## src/hw/ccs_pkg.sv

```systemverilog
// Purpose: Constants for the cyclic conversion scheduler.
// Assumes: 20 MHz clock, byte addresses on the register port.
// Notes:   The register port carries one 32-bit word per register.
//
// Contract
// RULE_01: Host sets the periodic run bit to one to begin cycles.
// RULE_02: Step window select fixes each step's duration in cyclic execution.
// RULE_03: Writeback select zero: results only feed comparisons, no measurement write.
// RULE_04: Writeback select one: measurement written at each step completion.
// RULE_05: Period timer field in the control register sets the cycle period.
// RULE_06: A step runs only when its period parameter is nonzero.
// RULE_07: Host changes timer and count settings only with the run bit cleared.
// RULE_08: Cycle count frozen, period timer counting, in active and idle phase.
// RULE_09: Timer expiry adds one to count, restarts timer and routine.
// RULE_10: Run bit rise keeps count, restarts timer from zero, starts routine.
// RULE_11: Normal mode run bit fall: wait active end, then stop, reset counters.
// RULE_12: Normal mode ignores a set-clear pulse of the run bit while active.
// RULE_13: Active flag high while steps run, low during idle time.
// RULE_14: Routine longer than the period behaves as continuous mode.
// RULE_15: Host sets continuous bit before setting the run bit.
// RULE_16: Continuous mode run bit fall: stop after the last enabled step.
// RULE_17: Run bit rise starts periodic or continuous execution per continuous bit.
// RULE_18: Continuous bit changes while disabled have no effect.
// RULE_19: Continuous mode ignores timer, repeats routine, counts each completion.
// RULE_20: Run bit sampled continuously while idle, or per routine in continuous.
// RULE_21: Configuration applied once per period, or once per routine in continuous.
// RULE_22: After reset execution off, counters zero, active flag low.
package ccs_pkg;

  // Register byte offsets
  localparam logic [3:0] CCS_ADDR_CTRL   = 4'h0;
  localparam logic [3:0] CCS_ADDR_STEPS  = 4'h4;
  localparam logic [3:0] CCS_ADDR_STATUS = 4'h8;
  localparam logic [3:0] CCS_ADDR_COUNT  = 4'hc;

  // Control register fields
  localparam int CCS_CTRL_RUN      = 0;
  localparam int CCS_CTRL_CONT     = 1;
  localparam int CCS_CTRL_WB       = 2;
  localparam int CCS_CTRL_BAL      = 3;
  localparam int CCS_CTRL_BTIM     = 4;
  localparam int CCS_CTRL_WIN_LO   = 8;
  localparam int CCS_CTRL_WIN_W    = 3;
  localparam int CCS_CTRL_PER_LO   = 16;
  localparam int CCS_CTRL_PER_W    = 12;
  localparam logic [31:0] CCS_CTRL_MASK  = 32'h0fff_071f;
  localparam logic [31:0] CCS_CTRL_RESET = 32'h0000_0000;
  localparam logic [31:0] CCS_STEPS_RESET = 32'h0000_0000;

  // Status register fields
  localparam int CCS_STAT_ACTIVE  = 0;
  localparam int CCS_STAT_ENABLED = 1;
  localparam int CCS_STAT_CONT    = 2;
  localparam int CCS_STAT_OVERRUN = 3;

  // Count register fields
  localparam int CCS_CNT_TIMER_LO = 16;

  // Step period parameter width per step
  localparam int CCS_PARAM_W = 4;

  // Timing: period timer tick and base step window
  localparam int CCS_CLK_NS       = 50;
  localparam int CCS_TICK_NS      = 1000;
  localparam int CCS_TICK_CYCLES  = (CCS_TICK_NS + CCS_CLK_NS - 1) / CCS_CLK_NS;
  localparam int CCS_WIN_BASE_NS  = 1000;
  localparam int CCS_WIN_BASE_CYC = (CCS_WIN_BASE_NS + CCS_CLK_NS - 1) / CCS_CLK_NS;

  // Scheduler states, one-hot
  typedef enum logic [2:0] {
    CCS_ST_OFF    = 3'b001,
    CCS_ST_ACTIVE = 3'b010,
    CCS_ST_IDLE   = 3'b100
  } ccs_state_t;

endpackage

```

## src/hw/ccs_top.sv

```systemverilog
// Purpose: Cyclic conversion scheduler with period timer and cycle count.
// Assumes: Plain register port, read data one cycle after the read strobe.
// Notes:   Steps are timed here; the conversions themselves live elsewhere.
`timescale 1ns/10ps
module ccs_top
  import ccs_pkg::*;
#(
  parameter int NUM_STEPS = 4,
  parameter int COUNT_W   = 16,
  parameter int WIN_W     = 16
) (
  input  wire logic        clock,
  input  wire logic        rst,
  input  wire logic [3:0]  addr,
  input  wire logic [31:0] wdata,
  input  wire logic        wr_strobe,
  input  wire logic        rd_strobe,
  output logic [31:0]      rdata,
  output logic             active_flag,
  output logic             step_start,
  output logic [3:0]       step_index,
  output logic             step_done,
  output logic             meas_write,
  output logic             compare_strobe,
  output logic             balance_pause_select,
  output logic             balance_timer_pause_select
);

  initial begin
    if (NUM_STEPS < 1 || NUM_STEPS * CCS_PARAM_W > 32 || NUM_STEPS > 8)
      $error("ccs_top: NUM_STEPS unsupported");
    if (COUNT_W < 1 || COUNT_W > 16) $error("ccs_top: COUNT_W unsupported");
    if (WIN_W < 12) $error("ccs_top: WIN_W too small for the widest window");
  end

  ////////////////////////////////////////////////////////////////////////////
  // Functions

  // Period parameter of one step from a packed set
  function automatic logic [CCS_PARAM_W-1:0] step_param(input logic [31:0] steps,
                                                        input logic [3:0]  idx);
    logic [31:0] sh;
    sh = steps >> (idx * CCS_PARAM_W);
    return sh[CCS_PARAM_W-1:0];
  endfunction

  // Step is due when its parameter is nonzero and divides the cycle count
  function automatic logic step_due(input logic [CCS_PARAM_W-1:0] p,
                                    input logic [COUNT_W-1:0]     n);
    logic [COUNT_W-1:0] r;
    r = '0;
    if (p != '0) begin
      r = n % COUNT_W'(p);
    end
    return (p != '0) && (r == '0);
  endfunction

  // Step window length, doubling per select code
  function automatic logic [WIN_W-1:0] win_cycles(input logic [CCS_CTRL_WIN_W-1:0] sel);
    logic [WIN_W-1:0] base;
    base = WIN_W'(CCS_WIN_BASE_CYC);
    return base << sel;
  endfunction

  ////////////////////////////////////////////////////////////////////////////
  // Declarations
  localparam logic [3:0] LAST_IDX  = 4'(NUM_STEPS);
  localparam logic [4:0] TICK_LAST = 5'(CCS_TICK_CYCLES - 1);

  ccs_state_t                 state_reg;
  ccs_state_t                 state_next;
  logic [31:0]                ctrl_reg;
  logic [31:0]                steps_reg;
  logic [31:0]                rdata_reg;
  logic [31:0]                rdata_next;
  logic [4:0]                 presc_reg;
  logic [4:0]                 presc_next;
  logic [CCS_CTRL_PER_W-1:0]  timer_reg;
  logic [CCS_CTRL_PER_W-1:0]  timer_next;
  logic [COUNT_W-1:0]         count_reg;
  logic [COUNT_W-1:0]         count_next;
  logic                       overrun_reg;
  logic                       overrun_next;
  logic [3:0]                 idx_reg;
  logic [3:0]                 idx_next;
  logic [3:0]                 stepidx_reg;
  logic [CCS_CTRL_WIN_W-1:0]  cfg_win_reg;
  logic                       cfg_cont_reg;
  logic                       cfg_wb_reg;
  logic                       cfg_bal_reg;
  logic                       cfg_btim_reg;
  logic [31:0]                cfg_steps_reg;
  logic                       load_cfg;
  logic                       restart;

  ////////////////////////////////////////////////////////////////////////////
  // Decode and control fields
  wire                        wr_ctrl   = wr_strobe && (addr == CCS_ADDR_CTRL);
  wire                        wr_steps  = wr_strobe && (addr == CCS_ADDR_STEPS);
  wire                        run_bit   = ctrl_reg[CCS_CTRL_RUN];
  wire [CCS_CTRL_PER_W-1:0]   period    = ctrl_reg[CCS_CTRL_PER_LO +: CCS_CTRL_PER_W]; // RULE_05
  wire                        is_off    = (state_reg == CCS_ST_OFF);
  wire                        is_active = (state_reg == CCS_ST_ACTIVE);
  wire                        is_idle   = (state_reg == CCS_ST_IDLE);
  wire                        tick      = (presc_reg == TICK_LAST);

  // Step engine signals
  // Skipped steps still cost one cycle each, so the routine length depends only on
  // the snapshot and the cycle count, never on when the host wrote the registers
  wire                        step_busy;
  wire                        timer_done;
  wire [CCS_PARAM_W-1:0]      cur_param = step_param(cfg_steps_reg, idx_reg);
  wire                        in_range  = (idx_reg < LAST_IDX);
  wire                        cur_due   = in_range && step_due(cur_param, count_reg); // RULE_06
  wire                        go_step   = is_active && !step_busy && cur_due;
  wire                        skip_step = is_active && !step_busy && in_range && !cur_due;
  wire                        rout_end  = is_active && !step_busy && !in_range;
  wire [WIN_W-1:0]            win_len   = win_cycles(cfg_win_reg); // RULE_02

  // Period expiry only counts in normal mode; continuous ignores the timer
  // Limitation: a period of zero expires at the first tick, giving back-to-back routines
  wire                        expire    = !is_off && !cfg_cont_reg && tick &&
                                          ({1'b0, timer_reg} + 13'd1 >= {1'b0, period}); // RULE_19
  // An expiry seen mid-routine is remembered, so a routine longer than the period
  // restarts straight away instead of waiting for another full period
  wire                        pend      = overrun_reg || expire; // RULE_14

  ////////////////////////////////////////////////////////////////////////////
  // Scheduler next state
  always_comb begin
    state_next   = state_reg;
    count_next   = count_reg;
    overrun_next = overrun_reg;
    restart      = 1'b0;
    load_cfg     = 1'b0;
    case (state_reg)
      CCS_ST_OFF: begin
        // Continuous bit is sampled here on the rise of the run bit, and again at every routine restart
        if (run_bit) begin // RULE_17 RULE_18
          state_next = CCS_ST_ACTIVE; // RULE_10
          restart    = 1'b1;
          load_cfg   = 1'b1;
        end
      end
      CCS_ST_ACTIVE: begin
        // Expiry mid-routine counts now, restart waits for the routine end
        if (expire) begin
          count_next   = count_reg + 1'b1; // RULE_09
          overrun_next = 1'b1;
        end
        if (rout_end) begin
          overrun_next = 1'b0;
          if (cfg_cont_reg) begin
            if (run_bit) begin // RULE_20
              count_next = count_reg + 1'b1; // RULE_19
              restart    = 1'b1;
              load_cfg   = 1'b1; // RULE_21
            end else begin
              state_next = CCS_ST_OFF; // RULE_16
              count_next = '0;
            end
          end else if (!run_bit) begin
            // Pulses of the run bit during the active phase are never seen
            state_next = CCS_ST_OFF; // RULE_11 RULE_12
            count_next = '0;
          end else if (pend) begin
            restart  = 1'b1; // RULE_14
            load_cfg = 1'b1;
          end else begin
            state_next = CCS_ST_IDLE;
          end
        end
      end
      CCS_ST_IDLE: begin
        if (!run_bit) begin // RULE_20
          state_next = CCS_ST_OFF; // RULE_11
          count_next = '0;
        end else if (expire) begin
          state_next = CCS_ST_ACTIVE; // RULE_09
          count_next = count_reg + 1'b1;
          restart    = 1'b1;
          load_cfg   = 1'b1; // RULE_21
        end
      end
      default: begin
        state_next   = CCS_ST_OFF;
        count_next   = '0;
        overrun_next = 1'b0;
      end
    endcase
  end

  ////////////////////////////////////////////////////////////////////////////
  // Period timer: prescaler ticks, timer counts ticks in both normal-mode phases and stays at zero in continuous
  always_comb begin
    presc_next = presc_reg;
    timer_next = timer_reg;
    if (state_next == CCS_ST_OFF || (is_off && restart)) begin
      presc_next = '0; // RULE_10 RULE_11
      timer_next = '0;
    end else if (expire) begin
      presc_next = '0;
      timer_next = '0; // RULE_09
    end else if (cfg_cont_reg) begin
      presc_next = '0;
      timer_next = '0;
    end else if (tick) begin
      presc_next = '0;
      timer_next = timer_reg + 1'b1; // RULE_08
    end else begin
      presc_next = presc_reg + 1'b1;
    end
  end

  // Step index walks through enabled and skipped steps
  assign idx_next = restart ? 4'd0 : ((go_step || skip_step) ? idx_reg + 4'd1 : idx_reg);

  ////////////////////////////////////////////////////////////////////////////
  // Register port and read mux
  assign rdata_next =
    !rd_strobe                ? 32'h0000_0000 :
    (addr == CCS_ADDR_CTRL)   ? ctrl_reg :
    (addr == CCS_ADDR_STEPS)  ? steps_reg :
    (addr == CCS_ADDR_STATUS) ? {28'h000_0000, overrun_reg, cfg_cont_reg && !is_off,
                                 !is_off, is_active} :
    (addr == CCS_ADDR_COUNT)  ? ({4'h0, timer_reg, 16'h0000} |
                                 {16'h0000, 16'(count_reg)}) :
                                32'h0000_0000;

  // Software registers; control writes take effect through the sampling points, except the period field, which expiry reads live at each tick
  // Status and count have no write path, so a write there simply falls through
  always_ff @(posedge clock) begin
    if (rst) begin
      ctrl_reg  <= CCS_CTRL_RESET;
      steps_reg <= CCS_STEPS_RESET;
      rdata_reg <= 32'h0000_0000;
    end else begin
      if (wr_ctrl) begin
        ctrl_reg <= wdata & CCS_CTRL_MASK;
      end
      if (wr_steps) begin
        steps_reg <= wdata;
      end
      rdata_reg <= rdata_next;
    end
  end

  ////////////////////////////////////////////////////////////////////////////
  // Scheduler state and counters
  // The count only moves at expiry, routine end or a stop from idle; the phases in between leave it frozen
  always_ff @(posedge clock) begin
    if (rst) begin
      state_reg   <= CCS_ST_OFF; // RULE_22
      count_reg   <= '0;
      timer_reg   <= '0;
      presc_reg   <= '0;
      overrun_reg <= 1'b0;
      idx_reg     <= 4'd0;
    end else begin
      state_reg   <= state_next;
      count_reg   <= count_next;
      timer_reg   <= timer_next;
      presc_reg   <= presc_next;
      overrun_reg <= overrun_next;
      idx_reg     <= idx_next;
    end
  end

  ////////////////////////////////////////////////////////////////////////////
  // Configuration snapshot, taken once per cycle start
  // Costs a few flops, but a routine never mixes old and new settings when the
  // host rewrites the control register part way through a cycle
  always_ff @(posedge clock) begin
    if (rst) begin
      cfg_win_reg   <= '0;
      cfg_cont_reg  <= 1'b0;
      cfg_wb_reg    <= 1'b0;
      cfg_bal_reg   <= 1'b0;
      cfg_btim_reg  <= 1'b0;
      cfg_steps_reg <= 32'h0000_0000;
    end else if (load_cfg) begin
      cfg_win_reg   <= ctrl_reg[CCS_CTRL_WIN_LO +: CCS_CTRL_WIN_W]; // RULE_21
      cfg_cont_reg  <= ctrl_reg[CCS_CTRL_CONT]; // RULE_17
      cfg_wb_reg    <= ctrl_reg[CCS_CTRL_WB];
      cfg_bal_reg   <= ctrl_reg[CCS_CTRL_BAL];
      cfg_btim_reg  <= ctrl_reg[CCS_CTRL_BTIM];
      cfg_steps_reg <= steps_reg;
    end
  end

  // Step index output held from the step start
  // Held, not pulsed, so a consumer can tag the result that arrives with step done
  always_ff @(posedge clock) begin
    if (rst) begin
      stepidx_reg <= 4'd0;
    end else if (go_step) begin
      stepidx_reg <= idx_reg;
    end
  end

  ////////////////////////////////////////////////////////////////////////////
  // Step window timer
  ccs_step_timer #(
    .WIDTH (WIN_W)
  ) u_step_timer (
    .clock  (clock),
    .rst    (rst),
    .start  (go_step),
    .length (win_len),
    .busy   (step_busy),
    .done   (timer_done)
  );

  ////////////////////////////////////////////////////////////////////////////
  // Outputs
  assign rdata                      = rdata_reg;
  assign active_flag                = is_active; // RULE_13
  assign step_start                 = go_step;
  assign step_index                 = stepidx_reg;
  assign step_done                  = timer_done;
  // Every completed step feeds the threshold compare, whatever the writeback choice
  assign compare_strobe             = timer_done; // RULE_03
  // Without writeback the result is compared and dropped
  assign meas_write                 = timer_done && cfg_wb_reg; // RULE_03 RULE_04
  assign balance_pause_select       = cfg_bal_reg;
  assign balance_timer_pause_select = cfg_btim_reg;

endmodule

```

## src/hw/ccs_step_timer.sv

```systemverilog
// Purpose: Down counter timing one routine step window.
// Assumes: start is a one-cycle pulse, only given while not busy.
// Notes:   done pulses in the cycle busy falls.
`timescale 1ns/10ps
module ccs_step_timer #(
  parameter int WIDTH = 16
) (
  input  wire logic             clock,
  input  wire logic             rst,
  input  wire logic             start,
  input  wire logic [WIDTH-1:0] length,
  output logic                  busy,
  output logic                  done
);

  logic [WIDTH-1:0] cnt_reg;
  logic [WIDTH-1:0] cnt_next;
  logic             done_reg;
  logic             done_next;

  initial begin
    if (WIDTH < 2) $error("ccs_step_timer: WIDTH too small");
  end

  // Load on start, count down to zero otherwise
  assign cnt_next  = start ? length : ((cnt_reg != '0) ? cnt_reg - 1'b1 : cnt_reg);
  assign done_next = (cnt_reg == {{(WIDTH-1){1'b0}}, 1'b1}) && !start;

  ////////////////////////////////////////////////////////////////////////////
  // Counter state
  always_ff @(posedge clock) begin
    if (rst) begin
      cnt_reg  <= '0;
      done_reg <= 1'b0;
    end else begin
      cnt_reg  <= cnt_next;
      done_reg <= done_next;
    end
  end

  // Busy covers the last count too, so a new start never lands on the cycle
  // that launches done; a start there would swallow the pending done pulse
  assign busy = (cnt_reg != '0);
  assign done = done_reg;

endmodule

```

## config.mk

```make
export PLATFORM = sky130hd
export DESIGN_NAME = ccs_top
export DESIGN_NICKNAME = d
export VERILOG_FILES = /design/src/hw/ccs_pkg.sv /design/src/hw/ccs_top.sv /design/src/hw/ccs_step_timer.sv
export SDC_FILE = /design/constraint.sdc
export NUM_CORES = 1
export LEC_CHECK = 0
export BUFFER_PORTS_ARGS = -buffer_cell sky130_fd_sc_hd__buf_4
export CAP_MARGIN = 20
export CORE_ASPECT_RATIO = 1.4
export CORE_UTILIZATION = 63
export DETAILED_ROUTE_END_ITERATION = 7
export PLACE_DENSITY = 0.85
export SLEW_MARGIN = 5
export SYNTH_ARGS = -nofsm -noshare
export SYNTH_HDL_FRONTEND = slang
export SYNTH_SLANG_ARGS = --single-unit
```

## constraint.sdc

```tcl
create_clock -name clock -period 49.7 [get_ports clock]
set_input_delay 9.94 -clock clock [delete_from_list [all_inputs] [get_ports clock]]
set_output_delay 9.94 -clock clock [all_outputs]
set_load 0.02 [all_outputs]
```

## Word-level counts from Yosys, hierarchy flattened

Index checks and enable logic that the tools add are counted.
W data, S select, Z words.

| storage, ports and cells | value |
|---|---|
| bits in registers | 185 |

| cells by class | value |
|---|---|
| reductions and logical operators | 37 |
| add/sub/neg operators | 6 |
| muxes and demuxes | 33 |
| shift operators | 2 |
| bitwise gates (word level) | 3 |
| equal/unequal tests | 10 |
| $lt $le $gt $ge | 2 |
| div/mod/pow operators | 1 |

Operators with widths:

| kind | number |
|---|---|
| $mux W16 | 8 |
| $mux W28 | 3 |
| $pmux W16 S3 | 1 |
| $mux W32 | 1 |
| $shr A32 B6 Y4 | 1 |
| $or A28 B16 Y28 | 1 |
| $mux W3 | 8 |
| $add A16 B1 Y16 const B | 1 |
| $eq A16 B1 Y1 const B | 1 |
| $logic_and A1 B1 Y1 | 16 |
| $logic_not A16 Y1 | 1 |
| $mod A16 B4 Y16 | 1 |
| $reduce_bool A16 Y1 | 1 |
| $shl A5 B3 Y16 const A | 1 |
| $sub A16 B1 Y16 const B | 1 |
| $add A12 B1 Y13 const B | 1 |
| $ge A13 B12 Y1 | 1 |
| $add A12 B1 Y12 const B | 1 |
| $mux W1 | 9 |
| $pmux W3 S3 | 1 |
| $eq A4 B4 Y1 const B | 2 |
| $eq A3 B1 Y1 const B | 2 |
| $logic_not A1 Y1 | 6 |
| $reduce_or A2 Y1 | 3 |
| other kinds (19) | 22 |

## Depth between registers and ports, before layout

Gate-level depths: netlist (run 1).

| logic depth | value |
|---|---|
| word-level depth | 14 |
| mapped depth | 156 |
| gate-level depth less buffers | 144 |

## Cells and area by module

Synthesis (run 1) repeated with hierarchy kept, for this count alone.

| unflattened totals | value |
|---|---|
| cells, all modules | 1796 |
| area total of the unflattened synthesis | 13563.0 um^2 |

Modules (own cells, without submodules):

| module | cells each | times used | area each (um^2) | seq. area each (um^2) |
|---|---|---|---|---|
| ccs_top | 1677 | 1 | 12585.8 | 3363.2 |
| ccs_step_timer | 119 | 1 | 977.2 | 340.3 |

## Worst setup path before layout (run 1)

No wires, ideal clock.

| timing path | value |
|---|---|
| kind | register to output |
| start | reg idx_reg[0] |
| end | out step_start |
| cell stages (with the launch flop) | 144 |
| slack | 11.407 ns |
| buffers on the path | 11 |
| arrival time | 28.353 ns |
| cells stage by stage | dfxtp_1 > buf_2 > mux4_2 > mux2i_1 > or2_2 > ha_1 > a221oi_2 > nand3_1 > inv_1 > ha_1 > o21a_1 > nor2_1 > a221oi_2 > mux2i_1 > ha_1 > o21a_1 > or4b_2 > nand3_1 > (+108 left out) > a31o_2 > nor4_1 > a21o_1 > and3_1 > buf_2 > nand2_1 > a21oi_1 > ha_1 > a21o_1 > a21o_1 > a21oi_1 > inv_1 > a31o_2 > a211oi_2 > o21bai_1 > a2111o_1 > nor4_4 > buf_6 |

| between the ends | value |
|---|---|
| word-level cells in the longest chain between the ends | 7 |
| elaborated cells between the ends (all ways) | 9 |

RTL lines:

| what | line | source |
|---|---|---|
| start: declaration | ccs_top.sv:84 | `logic [3:0] idx_reg;` |
| start signal: assignment | ccs_top.sv:265 | `idx_reg <= idx_next;` |
| $shr A32 B6 Y4 | ccs_top.sv:43 | `sh = steps >> (idx * CCS_PARAM_W);` |
| $mod A16 B4 Y16 / $reduce_bool A4 Y1 (equally long branches) | ccs_top.sv:53, ccs_top.sv:52, ccs_top.sv:55 |  |
| $mux W16 | ccs_top.sv:52 | `if (p != '0) begin` |
| $logic_not A16 Y1 | ccs_top.sv:55 | `return (p != '0) && (r == '0);` |
| $logic_and A1 B1 Y1 | ccs_top.sv:55 |  |
| $logic_and A1 B1 Y1 (*) | ccs_top.sv:114 | `wire cur_due = in_range && step_due(cur_param, count_reg);` |
| $logic_and A1 B1 Y1 (*) | ccs_top.sv:115 | `wire go_step = is_active && !step_busy && cur_due;` |
| end: declaration | ccs_top.sv:20 | `output logic step_start,` |

Mark *: on every way between the ends. The rest lies on a longest branch, timed or not.

## Worst setup path in the final report (run 1)

| timing path | value |
|---|---|
| start | reg idx_reg[1] |
| end | out step_start |

The elaborated chain is that of the path after synthesis.

==> impl_metrics.csv, run 1 <==
group,metric,value,unit
run_status,outcome,"finished, final reports clean",
timing,min_period,43.57,ns
cells_and_area,drive_gt1_frac,0.110,
cells_and_area,diodes,0,
global_routing,grt_max_degree,74,
logic_synthesis,synthDistinctLibCells,111,
global_routing,gr-usage-met3,0.0708,
power,p_per_area,30.3,nW/um2
critical_path,critPathMaxFanout,20,
timing,hold_ws,0.453,ns
power,p_sw_frac,0.366,
cells_and_area,finalInstanceArea,15100,um2
global_routing,grt_util_all_layers,0.369,
logic_synthesis,synth_seq_area_share,0.267,
drt,wl,41.4,mm
cells_and_area,final_cells,2134,
critical_path,worstPathRequired,39.76,ns
clock_network,clkLatencyLatePin,0.44,ns
global_routing,gr-max-usage-layer,"met2",
cells_and_area,layout_common_cells,"nand2_1, a21oi_1, dfxtp_1",
floorplanning,coreArea,21400,um2
floorplanning,ios,83,
power,seqPwrFrac,0.345,
critical_path,cp_top_family,"compound AO/OA/AOI/OAI gates",
critical_path,path_buf_inv,9,
drt,wl_per_cell,19.4,um
logic_synthesis,yosys_warnings,0,
cells_and_area,fillers,1773,
timing,timing.final.ws_setup,6.13,ns
placed_design,placed_cells,2101,
logic_synthesis,synth_edf_count,0,
power,peakVddDrop,0.0423,mV
global_routing,grtUsageMet2,0.660,
floorplanning,num_rows,63,
critical_path,r2r_slack,16.43,ns
logic_synthesis,async_flop_share,0,
clock_network,clkTransAtPathRegs,0.06,ns
timing,timing.final.setup_violations,0,
logic_synthesis,syn_nets,1944,
floorplanning,fp.dieH,178,um
floorplanning,die_x,128,um
drt,antenna_left,0,
timing,fmax,23.0,MHz
critical_path,worstSetupPathType,"flop to primary output",
clock_network,h-tree-depth,4,
power,p_int,0.290,mW
floorplanning,die_area,22700,um2
power,p_switching,0.168,mW
cells_and_area,final_nets,1948,
clock_network,cts_sinks,185,
placed_design,place.gp.congestion,0.984,
drt,route.vias.total,14100,
logic_synthesis,syn_area,13900,um2
global_routing,antenna_found_initial,0,
clock_network,clockBufferDepth,2,
power,leakage,5.76,nW
timing,worst_pin_slew,1.01,ns
global_routing,grtUsageMet1,0.392,
logic_synthesis,avgSynthCellArea,7.61,um2
global_routing,grt_pass1_vias,13500,
power,combinationalPowerShare,0.368,
timing,fin_tns_setup,0,ns
timing,fin_crit_sh,0.877,
run,cap_violations,0,
placed_design,post-place-ws,7.17,ns
clock_network,cts_hold_buf,0,
floorplanning,initial_utilization,0.648,
global_routing,grt_pass1_wl,66.5,mm
critical_path,max_stage_delay,0.84,ns
critical_path,cp_slowest_cell,"nor4_4",
drt,viasPerCell,6.61,
global_routing,overflow,0,
placed_design,portBuffers,82,
placed_design,dp_hpwl,30.4,mm
critical_path,start_kind,"flop",
clock_network,cts-root-buf,"clkbuf_16",
logic_synthesis,ys.flop_type,"dfxtp_1",
cells_and_area,areaGrowthSynthToFinish,8.51,%
timing,slew_headroom,0.317,
timing,rsz0062_at_grt,"no",
logic_synthesis,synth-seq-cells,185,
timing,final_max_slew_viol_count,0,
placed_design,dpl_cell_area,14500,um2
cells_and_area,final_common_cell,"nand2_1",
clock_network,postCtsSetupBuffers,0,
clock_network,cts_buffers,17,
critical_path,end_kind,"primary output",
logic_synthesis,netlist_instances,1825,
critical_path,cp.arrival,33.63,ns
timing,finalClockSkew,0.0118,ns
clock_network,cts_resized,0,
drt,drtIter0Drc,1209,
clock_network,cts_tree,"done",
drt,drt_drc_violations_left,0,
hold_path,hp-class,"flop to flop",
drt,first_pass_iters,5,
timing,hold_violations,0,
power,clock_power_share,0.287,
==> worst reg2reg max path: cells and delay by family (launching register included) <==
family	cells	cell delay [ns]
AO/OA/AOI/OAI	66	15.23
multiplexers	6	1.62
flip-flops	1	0.80
adder cells (fa/ha/maj)	16	4.85
buffers and inverters	8	0.64
AND/OR/NAND/NOR	41	10.11
==> power by group through the flow <==
stage | logic, mW | registers (mW) | clock network [mW]
after floorplan | 0.130 | 0.160 | 0
after CTS | 0.165 | 0.158 | 0.131
after detailed placement | 0.163 | 0.161 | 0
final | 0.168 | 0.158 | 0.131
after global placement | 0.161 | 0.161 | 0
after global routing | 0.183 | 0.158 | 0.138
==> kinds of logic (layout without fill, tap and decap cells) <==
logic type | count (synthesis) | in the layout | share of synthesized area
flops | 185 | 185 | 0.267
xor+xnor | 71 | 71 | 0.0457
compound gates | 538 | 538 | 0.261
fa+ha+maj | 80 | 80 | 0.0724
mux | 65 | 65 | 0.0546
simple gates | 733 | 733 | 0.254
buf+inv | 153 | 170 | 0.0455
==> through the flow <==
| stage | utilization | total power, mW |
|---|---|---|
| 2_1_floorplan | - | 0.290 |
| 3_3_place_gp | 0.675 | 0.322 |
| 3_5_place_dp | 0.676 | 0.324 |
| 4_1_cts | 0.702 | 0.453 |
| 5_1_grt | 0.703 | 0.479 |
| 6_report | 0.703 | 0.457 |
==> routing by layer <==
metal | part of all wire | up-vias
met4 | 0.059 | 0
met3 | 0.068 | 158
met1 | 0.37 | 6690
met5 | 0 | -
li1 | - | 6645
met2 | 0.51 | 615
==> path summary, 6_finish.rpt <==
kind,from,endpoint,cells after the start
setup reg to reg,idx_reg[1]$_SDFFE_PP0P_,u_step_timer.cnt_reg[11]$_SDFFE_PP0P_,137
hold / removal,cfg_steps_reg[0]$_SDFFE_PP0P_,cfg_steps_reg[0]$_SDFFE_PP0P_,2
hold reg to reg,cfg_steps_reg[0]$_SDFFE_PP0P_,cfg_steps_reg[0]$_SDFFE_PP0P_,2
setup / recovery,idx_reg[1]$_SDFFE_PP0P_,step_start,137
==> area by class of cell <==
class                      count  area (um2)  share of cell area
sequential                   185        3700               0.246
clock buffer                  20         447              0.0296
tap                          292         365              0.0242
inverter                      48         180              0.0120
multi-input combinational   1487        9560               0.634
clock inverter                12         115             0.00764
timing repair buffer          90         703              0.0466
==> synth_stat cells (29+ instances only) <==
library cell	count	area (um2)
a21oi_1	206	1030
clkbuf_1	84	315
dfxtp_1	185	3700
ha_1	78	976
inv_1	45	169
mux2i_1	44	440
nand2_1	262	983
nand2b_1	31	194
nand3_1	41	205
nor2_1	175	657
nor3_1	66	330
o21a_1	29	218
o21ai_0	63	315
xnor2_1	40	350
xor2_1	30	263
No activity file was read; power rests on OpenSTA's default activity.
==> inputs of run 2 (changes only) <==
Settings changed: CORE_UTILIZATION 63 to 62, PLACE_DENSITY 0.85 to 0.84, SYNTH_HIERARCHICAL set to 1.
==> run 2 against run 1 <==
Against the previous run: synthesized cell count is 1.6% lower; die area is 0.79% lower; non-clock buffer count is 1 lower; sequential share of layout area up 0.52 points; worst hold slack better by 0.0039 ns; global-route usage shrank 1.9 points; clock-buffer cell count shrank 1; setup slack gained 0.13 ns; core utilization shrank 0.95 points; register-to-register slack worse by 0.70 ns; first-iteration DRC count fell by 14%.
==> impl_metrics.csv, run 2 <==
group,metric,value,unit
drt,first_pass_iters,6,
logic_synthesis,yosysMostFrequentCell,"nand2_1",
critical_path,cp.arrival,33.50,ns
cells_and_area,layout_common_cells,"nand2_1, a21oi_1, dfxtp_1",
cells_and_area,final_common_cell,"nand2_1",
power,p_per_area,26.9,nW/um2
critical_path,worstSetupPathType,"flop to primary output",
cells_and_area,final_nets,1931,
power,total_power,0.397,mW
logic_synthesis,async_flop_share,0,
floorplanning,coreArea,21300,um2
clock_network,cts_sinks,185,
logic_synthesis,synthMuxAreaShare,0.0625,
clock_network,clockBufferDepth,2,
clock_network,h-tree-depth,4,
placed_design,dpl_cell_area,14200,um2
timing,fin_crit_sh,0.874,
timing,slew_headroom,0.286,
timing,worst_pin_slew,1.07,ns
logic_synthesis,synthAdderAreaFrac,0.0742,
logic_synthesis,synth_seq_area_share,0.273,
drt,route.vias.total,13600,
logic_synthesis,synthDistinctLibCells,105,
global_routing,grt_max_degree,82,
clock_network,cts_tree,"done",
floorplanning,die_area,22500,um2
floorplanning,ios,83,
cells_and_area,final_cells,2085,
cells_and_area,utilization,0.694,
clock_network,clkTransAtPathRegs,0.07,ns
timing,fin_tns_setup,0,ns
placed_design,portBuffers,82,
drt,wl_per_cell,18.6,um
critical_path,cp_slowest_cell,"dfxtp_1",
logic_synthesis,synth_top_family_by_area,"simple AND/OR/NAND/NOR gates",
clock_network,cts_resized,0,
logic_synthesis,synth-seq-cells,185,
run,cap_violations,0,
run_status,outcome,"finished, final reports clean",
cells_and_area,finalInstanceArea,14800,um2
logic_synthesis,synth.top_cell.area_share,0.273,
logic_synthesis,netlist_instances,1796,
floorplanning,num_rows,63,
logic_synthesis,synthTopCellsByArea,"dfxtp_1, nand2_1, a21oi_1",
critical_path,end_kind,"primary output",
power,peakVddDrop,0.0356,mV
placed_design,place.gp.congestion,0.965,
cells_and_area,drive_gt1_frac,0.110,
global_routing,grt_pass1_wl,63.3,mm
timing,final_max_slew_viol_count,0,
critical_path,cp_common_cell,"o21a_1",
logic_synthesis,ys.flop_type,"dfxtp_1",
drt,antenna_left,0,
floorplanning,die_x,127,um
drt,wl,38.8,mm
placed_design,dp_hpwl,28.6,mm
timing,hold_ws,0.457,ns
timing,fmax,23.0,MHz
logic_synthesis,yosys.area_share.simple,0.264,
clock_network,cts_buffers,17,
critical_path,critPathMaxFanout,16,
floorplanning,fp.dieH,177,um
global_routing,grt_pass1_vias,13000,
clock_network,clkLatencyLatePin,0.45,ns
global_routing,antenna_found_initial,0,
power,leakage,5.55,nW
logic_synthesis,yosys_warnings,6,
floorplanning,initial_utilization,0.637,
timing,timing.final.ws_setup,6.26,ns
drt,drt_drc_violations_left,0,
clock_network,postCtsSetupBuffers,0,
drt,viasPerCell,6.53,
cells_and_area,diodes,0,
logic_synthesis,yosysTopAreaCell,"dfxtp_1",
critical_path,max_stage_delay,0.80,ns
global_routing,overflow,0,
critical_path,worstPathRequired,39.76,ns
clock_network,cts-root-buf,"clkbuf_16",
global_routing,grt_util_all_layers,0.350,
logic_synthesis,avgSynthCellArea,7.55,um2
cells_and_area,areaGrowthSynthToFinish,8.84,%
timing,finalClockSkew,0.0132,ns
critical_path,start_kind,"flop",
hold_path,hp-class,"flop to flop",
placed_design,post-place-ws,7.34,ns
clock_network,cts_hold_buf,0,
logic_synthesis,synth_xor_xnor_area_share,0.0380,
logic_synthesis,synth_edf_count,0,
logic_synthesis,syn_area,13600,um2
logic_synthesis,synth_compound_area_frac,0.245,
logic_synthesis,synth_common_cells,"nand2_1, a21oi_1, dfxtp_1",
timing,hold_violations,0,
drt,drtIter0Drc,1040,
placed_design,placed_cells,2053,
timing,timing.final.setup_violations,0,
timing,rsz0062_at_grt,"no",
timing,min_period,43.44,ns
## run 2: cell count changes in the layout (fill, tap and decap cells not counted), sizes merged, moves of 10 or more
cell,before,now
nand2,262,281
nand2b,31,16
xnor2,40,27
a311oi,15,4
a21oi,208,198
nand4,12,22
## run 2: layer usage
layer	GRT usage	share of wire	vias to the layer above
li1	-	-	6512
met1	0.380	0.39	6343
met2	0.627	0.50	603
met3	0.0490	0.054	162
met4	0.243	0.063	0
met5	0	0	-
## run 2: logic make-up after synthesis
logic type	count (synthesis)
adder cells (fa/ha/maj)	80
AND/OR/NAND/NOR	748
buffers and inverters	147
other	1
XOR/XNOR	58
flip-flops	185
AO/OA/AOI/OAI	505
multiplexers	72
## run 2: area by class of cell
type / instances / area, um2
multi-input cells: 1470 / 9300
fillers: 1742 / 6520
flip-flops and latches: 185 / 3700
inverters: 49 / 184
repair buffers: 89 / 688
clock buffers: 19 / 443
clock inverters: 13 / 121
well taps: 260 / 325
## run 2: power by group
group	switching, mW	internal [mW]
Combinational	0.0671	0.0398
Clock	0.0605	0.0707
Sequential	0.00601	0.153
## run 2: final timing paths
kind                             startpoint                                   end  slack (ns)  cells after the start
max                 idx_reg[1]$_SDFFE_PP0P_                            step_start        6.26                    127
min          cfg_steps_reg[21]$_SDFFE_PP0P_        cfg_steps_reg[21]$_SDFFE_PP0P_        0.46                      2
max reg2reg         idx_reg[1]$_SDFFE_PP0P_  u_step_timer/cnt_reg[6]$_SDFFE_PP0P_       15.73                    130
min reg2reg  cfg_steps_reg[21]$_SDFFE_PP0P_        cfg_steps_reg[21]$_SDFFE_PP0P_        0.46                      2
## run 2: critical path: cells and delay by family (launching register included)
kind	cells	cell delay [ns]
flip-flops	1	0.80
buffers and inverters	2	0.36
AND/OR/NAND/NOR	37	9.32
AO/OA/AOI/OAI	60	13.95
multiplexers	12	3.46
adder cells (fa/ha/maj)	16	5.10
